**config.mk**
```make
export PLATFORM = sky130hd
export DESIGN_NAME = option_byte_config_decode
export DESIGN_NICKNAME = d
export VERILOG_FILES = /design/src/core/option_byte_config_decode.v /design/src/core/option_byte_store.v
export VERILOG_INCLUDE_DIRS = /design/src /design/src/core
export SDC_FILE = /design/constraint.sdc
export NUM_CORES = 1
export LEC_CHECK = 0
export BUFFER_PORTS_ARGS = -buffer_cell sky130_fd_sc_hd__buf_2
export CORE_ASPECT_RATIO = 1.2
export CORE_UTILIZATION = 34
export CTS_CLUSTER_SIZE = 40
export DETAILED_ROUTE_END_ITERATION = 12
export GPL_TIMING_DRIVEN = 1
export PLACE_DENSITY = 0.55
export SLEW_MARGIN = 20
export SYNTH_ARGS = -nofsm -noshare
export SYNTH_HDL_FRONTEND = slang
export SYNTH_SLANG_ARGS = --single-unit
```
**constraint.sdc**
```tcl
create_clock -name clk_sys_i -period 2.55 [get_ports clk_sys_i]
set_input_delay 0.51 -clock clk_sys_i [delete_from_list [all_inputs] [get_ports clk_sys_i]]
set_output_delay 0.51 -clock clk_sys_i [all_outputs]
set_load 0.1 [all_outputs]
```
**src/core/option_byte_defs.vh**
```
// Option byte field positions, reset values and timing counts.
// Included by the option byte decode modules; definitions only.
`ifndef OPTION_BYTE_DEFS_VH
`define OPTION_BYTE_DEFS_VH

// Erased content of an unprogrammed byte
`define OPT_ERASED 8'hff
// Shipped default contents
`define OPT0_DEFAULT 8'hfc
`define OPT1_DEFAULT 8'hf7
`define OPT2_DEFAULT 8'h00
`define OPT3_DEFAULT 8'hc0

// Byte selects on the programming port
`define OPT_SEL_ZERO 2'h0
`define OPT_SEL_ONE 2'h1
`define OPT_SEL_TWO 2'h2
`define OPT_SEL_THREE 2'h3

// Byte zero fields
`define B0_HALT_RST 7
`define B0_WDG_TYPE 6
`define B0_BOR_HI 5
`define B0_BOR_LO 4
`define B0_SEC_HI 3
`define B0_SEC_LO 2
`define B0_RD_PROT 1
`define B0_WR_PROT 0
// Byte one fields
`define B1_RST_DLY 7
`define B1_OSC_HI 6
`define B1_OSC_LO 4
`define B1_RC_SEL 3
`define B1_HALVE 2
`define B1_FACTOR 1
`define B1_BYPASS 0
// Byte three fields
`define B3_PKG_HI 7
`define B3_PKG_LO 6
`define B3_I2C_SEL 5
`define B3_RSVD_MASK 8'he0

// Reset delay counts in CPU cycles
`define RST_DLY_LONG 13'h1000
`define RST_DLY_SHORT 13'h0100

`endif

```
**src/core/option_byte_config_decode.v**
```verilog
// What this block does
// - Halt entry resets when option set, watchdog active
// - Watchdog type: hardware always on, software-enabled
// - Brown-out threshold decode, 11 means off
// - Sector zero size code 0.5/1/2/4 KB
// - Read-out protection blocks programming-mode reads and flash writes
// - Option erase under read-out protection also pulses a whole-memory erase, one cycle after the strobe
// - Write protection permanently blocks program and itself
// - Reset delay 4096 or 256 CPU cycles
// - Oscillator range decode, reserved and external codes
// - Internal RC on when bit zero
// - Halving enabled at zero; tool keeps rules
// - PLL factor times four or eight
// - PLL bypassed when bit one
// - Package select decode 32/44/48 pins
// - Secondary I2C slave enabled at zero
// - Option bytes accessible only in programming mode
// - Unprogrammed bytes read as all ones, except reserved bits, which read as zero
//
// Decodes three of the four option bytes into static configuration.
// Assumes a programming port driven by an external tool, sync inputs.
`timescale 1ns/1ps
`include "option_byte_defs.vh"

module option_byte_config_decode #(
  parameter BLANK_PART = 1
) (
  // Clock and reset
  input wire clk_sys_i,
  input wire rst_b_i,
  // Programming port
  input wire prog_mode_i,
  input wire [1:0] opt_sel_i,
  input wire opt_wr_i,
  input wire opt_rd_i,
  input wire opt_erase_i,
  input wire [7:0] opt_wdata_i,
  output reg [7:0] opt_rdata_o,
  output reg opt_refused_o,
  output reg mem_erase_o,
  // Runtime events
  input wire halt_entry_i,
  input wire watchdog_sw_enable_i,
  input wire mem_read_i,
  input wire mem_write_i,
  input wire cpu_tick_i,
  // Decoded configuration
  output reg halt_watchdog_reset_opt_o,
  output reg watchdog_type_select_o,
  output reg watchdog_active_o,
  output reg halt_reset_o,
  output reg brownout_enable_o,
  output reg [1:0] brownout_threshold_select_o,
  output reg [2:0] first_sector_size_o,
  output reg readout_protect_o,
  output reg program_write_protect_o,
  output reg mem_read_block_o,
  output reg mem_write_block_o,
  output reg reset_delay_select_o,
  output reg reset_phase_o,
  output reg [2:0] osc_range_select_o,
  output reg osc_external_o,
  output reg osc_range_reserved_o,
  output reg rc_osc_enable_o,
  output reg pll_halve_enable_o,
  output reg pll_factor_select_o,
  output reg pll_enable_o,
  output reg [1:0] package_select_o,
  output reg slave_i2c_block_select_o
);
  // Power-up cell contents: blank part or shipped defaults
  localparam [7:0] INIT0 = BLANK_PART ? `OPT_ERASED : `OPT0_DEFAULT;
  localparam [7:0] INIT1 = BLANK_PART ? `OPT_ERASED : `OPT1_DEFAULT;
  localparam [7:0] INIT3 = BLANK_PART ? `OPT_ERASED & `B3_RSVD_MASK : `OPT3_DEFAULT;

  // Reset sequencer states
  localparam [2:0] ST_LATCH = 3'h1;
  localparam [2:0] ST_DELAY = 3'h2;
  localparam [2:0] ST_RUN = 3'h4;

  wire [7:0] byte0;
  wire [7:0] byte1;
  wire [7:0] byte2;
  wire [7:0] byte3;
  reg [7:0] cfg0;
  reg [7:0] cfg1;
  reg [7:0] cfg3;
  reg [2:0] state;
  reg [12:0] dly_cnt;
  wire locked;
  wire acc_ok;
  wire wr_ok;
  wire erase_ok;
  wire any_req;
  wire mod_req;
  wire delay_done;

  // Access allowed only in programming mode
  assign acc_ok = prog_mode_i;
  // Write protection freezes the option bytes for good
  assign locked = byte0[`B0_WR_PROT];
  assign erase_ok = acc_ok & opt_erase_i & ~locked;
  assign wr_ok = acc_ok & opt_wr_i & ~opt_erase_i & ~locked;

  // Any strobe, and the ones that would change a cell
  assign any_req = opt_wr_i | opt_rd_i | opt_erase_i;
  assign mod_req = opt_wr_i | opt_erase_i;
  // Last counted tick ends the reset phase; decode sees it in the same edge
  assign delay_done = (state == ST_DELAY) & cpu_tick_i & (dly_cnt == 13'h0001);

  // Option byte cells
  // Cells keep their content through reset, as the flash they stand for
  option_byte_store #(.INIT(INIT0), .KEEP_MASK(8'hff)) u_byte0 (
    .clk_sys_i(clk_sys_i),
    .rst_b_i(rst_b_i),
    .wr_i(wr_ok && opt_sel_i == `OPT_SEL_ZERO),
    .erase_i(erase_ok),
    .wdata_i(opt_wdata_i),
    .value_o(byte0)
  );
  option_byte_store #(.INIT(INIT1), .KEEP_MASK(8'hff)) u_byte1 (
    .clk_sys_i(clk_sys_i),
    .rst_b_i(rst_b_i),
    .wr_i(wr_ok && opt_sel_i == `OPT_SEL_ONE),
    .erase_i(erase_ok),
    .wdata_i(opt_wdata_i),
    .value_o(byte1)
  );
  // Reserved byte held cleared
  option_byte_store #(.INIT(`OPT2_DEFAULT), .KEEP_MASK(8'h00)) u_byte2 (
    .clk_sys_i(clk_sys_i),
    .rst_b_i(rst_b_i),
    .wr_i(wr_ok && opt_sel_i == `OPT_SEL_TWO),
    .erase_i(erase_ok),
    .wdata_i(opt_wdata_i),
    .value_o(byte2)
  );
  // Reserved low bits held cleared
  option_byte_store #(.INIT(INIT3), .KEEP_MASK(`B3_RSVD_MASK)) u_byte3 (
    .clk_sys_i(clk_sys_i),
    .rst_b_i(rst_b_i),
    .wr_i(wr_ok && opt_sel_i == `OPT_SEL_THREE),
    .erase_i(erase_ok),
    .wdata_i(opt_wdata_i),
    .value_o(byte3)
  );

  // Refusal and whole-memory erase pulses, one cycle each
  always @(posedge clk_sys_i or negedge rst_b_i) begin
    if (!rst_b_i) begin
      opt_refused_o <= 1'b0;
      mem_erase_o <= 1'b0;
    end else begin
      opt_refused_o <= any_req & (~acc_ok | (mod_req & locked));
      // Protected content must go before the options can be rewritten
      mem_erase_o <= erase_ok & byte0[`B0_RD_PROT];
    end
  end

  // Read data stands one cycle, zero otherwise
  always @(posedge clk_sys_i or negedge rst_b_i) begin
    if (!rst_b_i) begin
      opt_rdata_o <= 8'h00;
    end else if (opt_rd_i && acc_ok) begin
      case (opt_sel_i)
        `OPT_SEL_ZERO: opt_rdata_o <= byte0;
        `OPT_SEL_ONE: opt_rdata_o <= byte1;
        `OPT_SEL_TWO: opt_rdata_o <= byte2;
        default: opt_rdata_o <= byte3;
      endcase
    end else begin
      opt_rdata_o <= 8'h00;
    end
  end

  // Reset sequencer: latch options, then count the reset delay
  always @(posedge clk_sys_i or negedge rst_b_i) begin
    if (!rst_b_i) begin
      state <= ST_LATCH;
      cfg0 <= 8'h00;
      cfg1 <= 8'h00;
      cfg3 <= 8'h00;
      dly_cnt <= 13'h0000;
      reset_phase_o <= 1'b1;
    end else begin
      case (state)
        ST_LATCH: begin
          // Bytes are taken once; later writes wait for the next reset
          cfg0 <= byte0;
          cfg1 <= byte1;
          cfg3 <= byte3;
          dly_cnt <= byte1[`B1_RST_DLY] ? `RST_DLY_SHORT : `RST_DLY_LONG;
          state <= ST_DELAY;
        end
        ST_DELAY: begin
          // Count CPU cycles, not system clocks
          if (cpu_tick_i) begin
            if (dly_cnt == 13'h0001) begin
              state <= ST_RUN;
              reset_phase_o <= 1'b0;
            end
            dly_cnt <= dly_cnt - 13'h0001;
          end
        end
        ST_RUN: begin
          // Configuration now stands until the next reset
          state <= ST_RUN;
        end
        default: begin
          state <= ST_LATCH;
        end
      endcase
    end
  end

  // Watchdog and halt reset
  always @(posedge clk_sys_i or negedge rst_b_i) begin
    if (!rst_b_i) begin
      halt_watchdog_reset_opt_o <= 1'b0;
      watchdog_type_select_o <= 1'b0;
      watchdog_active_o <= 1'b0;
      halt_reset_o <= 1'b0;
    end else begin
      halt_watchdog_reset_opt_o <= cfg0[`B0_HALT_RST];
      watchdog_type_select_o <= cfg0[`B0_WDG_TYPE];
      // Hardware watchdog runs from the edge that ends the reset phase, with no gap
      if (!cfg0[`B0_WDG_TYPE] && (state == ST_RUN || delay_done)) begin
        watchdog_active_o <= 1'b1;
      end else if (watchdog_sw_enable_i && state == ST_RUN) begin
        watchdog_active_o <= 1'b1;
      end
      // Halt reset only while the watchdog is already running
      halt_reset_o <= halt_entry_i & cfg0[`B0_HALT_RST] & watchdog_active_o;
    end
  end

  // Supply monitor and first sector size
  always @(posedge clk_sys_i or negedge rst_b_i) begin
    if (!rst_b_i) begin
      brownout_enable_o <= 1'b0;
      brownout_threshold_select_o <= 2'h0;
      first_sector_size_o <= 3'h0;
    end else begin
      // Code 11 switches the monitor off
      brownout_enable_o <= ~(cfg0[`B0_BOR_HI] & cfg0[`B0_BOR_LO]);
      brownout_threshold_select_o <= cfg0[`B0_BOR_HI:`B0_BOR_LO];
      // Size in half-kilobyte shifts: 0=0.5K .. 3=4K
      first_sector_size_o <= {1'b0, cfg0[`B0_SEC_HI:`B0_SEC_LO]};
    end
  end

  // Memory protection
  always @(posedge clk_sys_i or negedge rst_b_i) begin
    if (!rst_b_i) begin
      readout_protect_o <= 1'b0;
      program_write_protect_o <= 1'b0;
      mem_read_block_o <= 1'b0;
      mem_write_block_o <= 1'b0;
    end else begin
      readout_protect_o <= cfg0[`B0_RD_PROT];
      program_write_protect_o <= cfg0[`B0_WR_PROT];
      // Read blocking covers the external extraction path only
      mem_read_block_o <= mem_read_i & cfg0[`B0_RD_PROT] & prog_mode_i;
      mem_write_block_o <= mem_write_i & (cfg0[`B0_RD_PROT] | cfg0[`B0_WR_PROT]);
    end
  end

  // Clock source and PLL
  always @(posedge clk_sys_i or negedge rst_b_i) begin
    if (!rst_b_i) begin
      reset_delay_select_o <= 1'b0;
      osc_range_select_o <= 3'h0;
      osc_external_o <= 1'b0;
      osc_range_reserved_o <= 1'b0;
      rc_osc_enable_o <= 1'b0;
      pll_halve_enable_o <= 1'b0;
      pll_factor_select_o <= 1'b0;
      pll_enable_o <= 1'b0;
    end else begin
      reset_delay_select_o <= cfg1[`B1_RST_DLY];
      osc_range_select_o <= cfg1[`B1_OSC_HI:`B1_OSC_LO];
      // Reserved range codes are flagged, never acted on
      osc_external_o <= cfg1[`B1_RC_SEL] & cfg1[`B1_OSC_HI] & cfg1[`B1_OSC_LO + 1];
      osc_range_reserved_o <= cfg1[`B1_RC_SEL] & cfg1[`B1_OSC_HI] & ~cfg1[`B1_OSC_LO + 1];
      rc_osc_enable_o <= ~cfg1[`B1_RC_SEL];
      pll_halve_enable_o <= ~cfg1[`B1_HALVE];
      pll_factor_select_o <= cfg1[`B1_FACTOR];
      pll_enable_o <= ~cfg1[`B1_BYPASS];
    end
  end

  // Package and secondary slave
  always @(posedge clk_sys_i or negedge rst_b_i) begin
    if (!rst_b_i) begin
      package_select_o <= 2'h0;
      slave_i2c_block_select_o <= 1'b0;
    end else begin
      package_select_o <= cfg3[`B3_PKG_HI:`B3_PKG_LO];
      slave_i2c_block_select_o <= ~cfg3[`B3_I2C_SEL];
    end
  end
endmodule

```
**src/core/option_byte_store.v**
```verilog
// One non-volatile option byte cell with erase and write.
// Assumes the caller gates access by programming mode and protection.
`timescale 1ns/1ps
`include "option_byte_defs.vh"

module option_byte_store #(
  parameter [7:0] INIT = 8'hff,
  parameter [7:0] KEEP_MASK = 8'hff
) (
  // Clock and reset
  input wire clk_sys_i,
  input wire rst_b_i,
  // Access
  input wire wr_i,
  input wire erase_i,
  input wire [7:0] wdata_i,
  // Stored value
  output reg [7:0] value_o
);
  // Power-up content; the cell is non-volatile, so reset leaves it alone
  initial begin
    value_o = INIT;
  end

  // Erase or write outside reset; bits outside the mask hold zero
  always @(posedge clk_sys_i) begin
    if (rst_b_i && erase_i) begin
      value_o <= `OPT_ERASED & KEEP_MASK;
    end else if (rst_b_i && wr_i) begin
      value_o <= wdata_i & KEEP_MASK;
    end
  end
endmodule

```
* Yosys cells after proc, flatten, opt, wreduce, memory -nomap -nowiden
Index checks and enable logic that the tools add are counted.
Cells by class: reductions and logical operators 18, muxes and demuxes 10, eq/ne operators 9, add/subtract/negate cells 1, bitwise operators 33
Operators with widths (number):
- $mux W13 | 2
- $pmux W13 S2 | 1
- $pmux W8 S3 | 1
- $and A1 B1 Y1 | 19
- $eq A13 B1 Y1 const B | 1
- $sub A13 B1 Y13 const B | 1
- $logic_and A1 B1 Y1 | 10
- $not A1 Y1 | 9
- $pmux W3 S3 | 1
- $mux W8 | 1
- $mux W3 | 2
- $or A1 B1 Y1 | 5
- $eq A2 B2 Y1 const B | 2
- $reduce_and A2 Y1 | 2
- $reduce_bool A2 Y1 | 2
- $eq A3 B1 Y1 const B | 1
- $eq A3 B2 Y1 const B | 1
- $eq A3 B3 Y1 const B | 1
- $reduce_and A3 Y1 | 1
- $eq A2 B1 Y1 const B | 1
- $logic_not A2 Y1 | 1
- $mux W1 | 2
- $ne A2 B1 Y1 const B | 1
- $ne A2 B2 Y1 const B | 1
- other kinds (2) | 2
Word-level totals: register bits after elaboration 91, output and inout bits 38, bits of input ports 21, word-level logic and storage cells 104

* Logic depth before layout (Yosys ltp)
depth after elaboration 6, depth in mapped cells 6, depth with buffers taken out 6

* Cells and area by module
From an unflattened synthesis, not the netlist that was laid out.
Unflattened totals: cell total of the unflattened synthesis 310, area total of the unflattened synthesis 3649.8 um^2
Modules (own cells, without submodules):
- option_byte_config_decode | times used 1, area an instance 2912.8 um^2, cells each 251, sequential area each 1804.2 um^2
- option_byte_store (u_byte0 ...) | times used 2, area an instance 265.3 um^2, cells each 18, sequential area each 160.2 um^2
- option_byte_store (u_byte3) | times used 1, area an instance 142.6 um^2, cells each 14, sequential area each 60.1 um^2
- option_byte_store (u_byte2) | times used 1, area an instance 63.8 um^2, cells each 9, sequential area each 0.0 um^2

* Worst setup path before layout
No wires, ideal clock.
path type input to register, start point input port opt_sel_i[0], end point register u_byte1.value_o[7], library setup time 129 ps, path slack 740 ps, cell stages on the path 5, path buffers 1, arrival 1680 ps, required time 2421 ps, cells stage by stage clkbuf_1 -> inv_1 -> nor4_4 -> mux2i_1 -> nand2_1
On the way: word-level cells in the longest chain between the ends 3
RTL lines:
- start: declaration | line option_byte_config_decode.v:33 | input wire [1:0] opt_sel_i,
- $eq A2 B1 Y1
- $logic_and A1 B1 Y1 (no source line)
- $logic_and A1 B1 Y1 | line option_byte_store.v:29 | end else if (rst_b_i && wr_i) begin
- end signal: assignment | line option_byte_store.v:28 | value_o <= `OPT_ERASED & KEEP_MASK;
- end signal: assignment | line option_byte_store.v:30 | value_o <= wdata_i & KEEP_MASK;
- end: declaration | line option_byte_store.v:18 | output reg [7:0] value_o
No other way between the ends. A chain may end at the register's enable or synchronous reset.

* Worst setup path in the final report
start point register dly_cnt[3], end point register reset_phase_o
On the way: word-level cells in the longest chain between the ends 2
RTL lines:
- start: declaration | line option_byte_config_decode.v:89 | reg [12:0] dly_cnt;
- start signal: assignment | line option_byte_config_decode.v:192 | dly_cnt <= byte1[`B1_RST_DLY] ? `RST_DLY_SHORT : `RST_DLY_LONG;
- start signal: assignment | line option_byte_config_decode.v:202 | dly_cnt <= dly_cnt - 13'h0001;
- $eq A13 B1 Y1 | line option_byte_config_decode.v:198 | if (dly_cnt == 13'h0001) begin
- $reduce_and A3 Y1 (no source line)
- end signal: assignment | line option_byte_config_decode.v:184 | reset_phase_o <= 1'b1;
- end signal: assignment | line option_byte_config_decode.v:200 | reset_phase_o <= 1'b0;
- end: declaration | line option_byte_config_decode.v:60 | output reg reset_phase_o,
No other way between the ends.

==> metrics.txt <==
crit-path max FO=8; Clock Tree Buf Depth=2; CTS tree=yes; Final ANT Viol Nets=0; initial antenna violation count=0; worst-skew pair later-pin latency=about 350 ps; Worst Tran Pin Value=~900 ps; syn avg cell area=approximately 12 sq um; Crit. End Element=flop; Critical Path Source Type=flop; average wire per standard cell=around 16 microns; H-tree levels=3; pin count of the biggest net entering global routing=between 70 and 80; Fillers=between 1000 and 1500; drt pass-1 iters=4; P&R area growth vs syn=19.2%; Hold-fix buffers, CTS=0; vias in the first global route=about 2500; Die H=~120 microns; r2r setup slk=between 500 and 600 ps; Buffers & Inverters on Critical Path=0; setup TNS=0 ps; 1st-iter DRT viols=120; initial core utilization=35.0%; layout cells sized above 1=29.4%; Area contributors post-synth=dfrtp_1, dfxtp_1, mux2i_1; Min-Delay Startpoint=cfg3[6]; worst vdd ir=between 300 and 400 uV; sink of the worst hold path=package_select_o[0]; dpl cells=480; Syn Inst Count=between 300 and 400; routability cong.=~0.76; ANT cells=0; Post-Layout Cell Count=slightly below 500; CTS Sinks=between 90 and 100; vias per inst=between 4 and 5; Reg2Reg Launch Point=dly_cnt[3]; PD cells=773 mW/mm^2; RSZ-0062 raised after global routing=no; IO Count=a little under 60; slowest stage delay, CP=between 800 and 900 ps; Commonest cells post-synth=dfrtp_1, nand2_1, mux2i_1, nor2_1, dfxtp_1; family with the most delay on the worst path=simple AND/OR/NAND/NOR gates; clock skew=just under 5 ps; grt total ovfl=0; DR DRC count=0; clock root buffer=clkbuf_16; Leakage Power=around 2.0 nW; top cell type's share of synthesized area=a little under half; Final setup viols=0; crit path time final=2040 ps; Reg clk slew, reported paths=60 ps; number of library cell types mapped by synthesis=between 50 and 60; Final #Nets=385; R2R Path End=reset_phase_o; FP Rows=41; PortBufs=between 50 and 60; Yosys top cell by area=dfrtp_1; cts repair resizes=0; top_reg_cell synth=dfrtp_1; number of synthesis warnings=0; Slew Viols, Final=0; DP HPWL=5.35 mm; #FFs+latches synth=91; Core Footprint=roughly 0.011 sq mm; ys async rst share=about four fifths; total number of vias=between 2000 and 2500; crit path DAT=about 2300 ps; Req. time, crit path=about 2800 ps; max cap viols=0; syn nets=between 300 and 400; R2R depth=4; final WL=slightly below 8 mm; Setup Buffers After CTS=0; register area share after synthesis=59.1%; CP Cell Sequence=or4_1, nor4_4, nand3_2, and2_1; count leader, synth=dfrtp_1; first-pass GRT wire length=between 10 and 15 mm; Post-synth EDFFs=0; Slew headroom=approximately two fifths; Worst Hold Class=flop to flop; GRT Util Overall=14.9%; f_max=490 MHz; Fin. Hold Viols=0; CP max stage cell=or4_1; TritonCTS Buffers=9; CP Class=flop to flop; outcome=completed; Die W=about 97 microns; Pwr Total=roughly 3.4 mW; crit share post-route=approximately 80%; die area=0.0113 sq mm; Syn Std Cell Area=roughly 0.0037 sq mm; number of cells on the worst hold path=0
## placed cells by master, fill, tap and decap left out, types with 2 or more instances in the layout
master      synthesis  layout
dfrtp_1            70      70
buf_2               5      56
nand2_1            32      32
mux2i_1            26      26
nor2_1             23      23
dfxtp_1            19      19
mux2_2             15      15
o21ai_0            12      12
inv_1               9       9
clkbuf_16           0       9
a21oi_1             8       8
buf_4               1       7
nand2b_1            6       6
xnor2_1             6       6
or4_1               5       5
a31oi_1             4       4
and3_1              4       4
or2_2               4       4
nor3_1              3       3
nand3b_1            3       3
nor4_4              3       3
a2111oi_4           3       3
a211oi_1            3       3
a22o_1              2       2
ha_1                2       2
clkinvlp_4          0       2
clkbuf_1            4       2
dfstp_2             2       2
## state kept, by name, summed over array words and instances, names as in the netlist, 2 cells and up
signal / flops
brownout_threshold_select_o: 2
opt_rdata_o: 8
cfg1: 8
dly_cnt: 13
package_select_o: 2
cfg0: 8
first_sector_size_o: 2
u_byte0.value_o: 8
cfg3: 3
u_byte1.value_o: 8
u_byte3.value_o: 3
state: 3
osc_range_select_o: 3
## how the worst max path moves through the flow
| stage | from | to | cells past startpoint |
|---|---|---|---|
| final | dly_cnt[3] | reset_phase_o | 4 |
| after CTS | dly_cnt[3] | reset_phase_o | 4 |
| after floorplan | opt_sel_i[0] | u_byte1.value_o[7] | 5 |
| after global routing | dly_cnt[3] | dly_cnt[12] | 4 |
| after detailed placement | dly_cnt[3] | reset_phase_o | 4 |
| after global placement | dly_cnt[3] | reset_phase_o | 4 |
## layer usage
metal | part of all wire (%) | wire, microns | track usage, % | up-vias
met5 | 0 | 0 | 0 | -
met4 | 3.2 | 247 | 9.45 | 0
met3 | 4.1 | 319 | 3.83 | 13
met2 | 48 | 3710 | 22.9 | 48
met1 | 45 | 3450 | 18.9 | 1203
li1 | - | - | - | 1176
## cell families after synthesis
| logic type | Yosys count | synth area share (%) |
|---|---|---|
| buf+inv | 22 | 3.12 |
| fa+ha+maj | 2 | 0.677 |
| flops | 91 | 59.1 |
| mux | 41 | 11.6 |
| other cells | 1 | 0.102 |
| compound gates | 41 | 8.77 |
| xor+xnor | 7 | 1.66 |
| simple gates | 96 | 14.9 |
## report_power, final
part	switching [mW]	internal [mW]	total (mW)
Combinational	0.277	0.145	0.422
Clock	0.563	0.765	1.33
Sequential	0.115	1.54	1.65
## layout make-up
cell class	instances	area, sq um	area share, %
well taps	129	161	3.67
multi-input cells	188	1390	31.7
clock inverters	5	62.6	1.42
clock buffers	11	233	5.29
flip-flops and latches	91	2180	49.6
inverters	9	33.8	0.767
repair buffers	63	333	7.56
## metrics by stage
step / utilization, % / hold slack [ps] / setup WS [ps] / area (sq um)
after floorplan: - / 214 / 740 / 3690
after global placement: 38.9 / 358 / 559 / 4110
after detailed placement: 38.9 / 357 / 505 / 4110
after CTS: 41.7 / 364 / 504 / 4400
after global routing: 41.7 / 375 / 391 / 4400
final: 41.7 / 367 / 509 / 4400
Power figures use the tool's default switching activity.
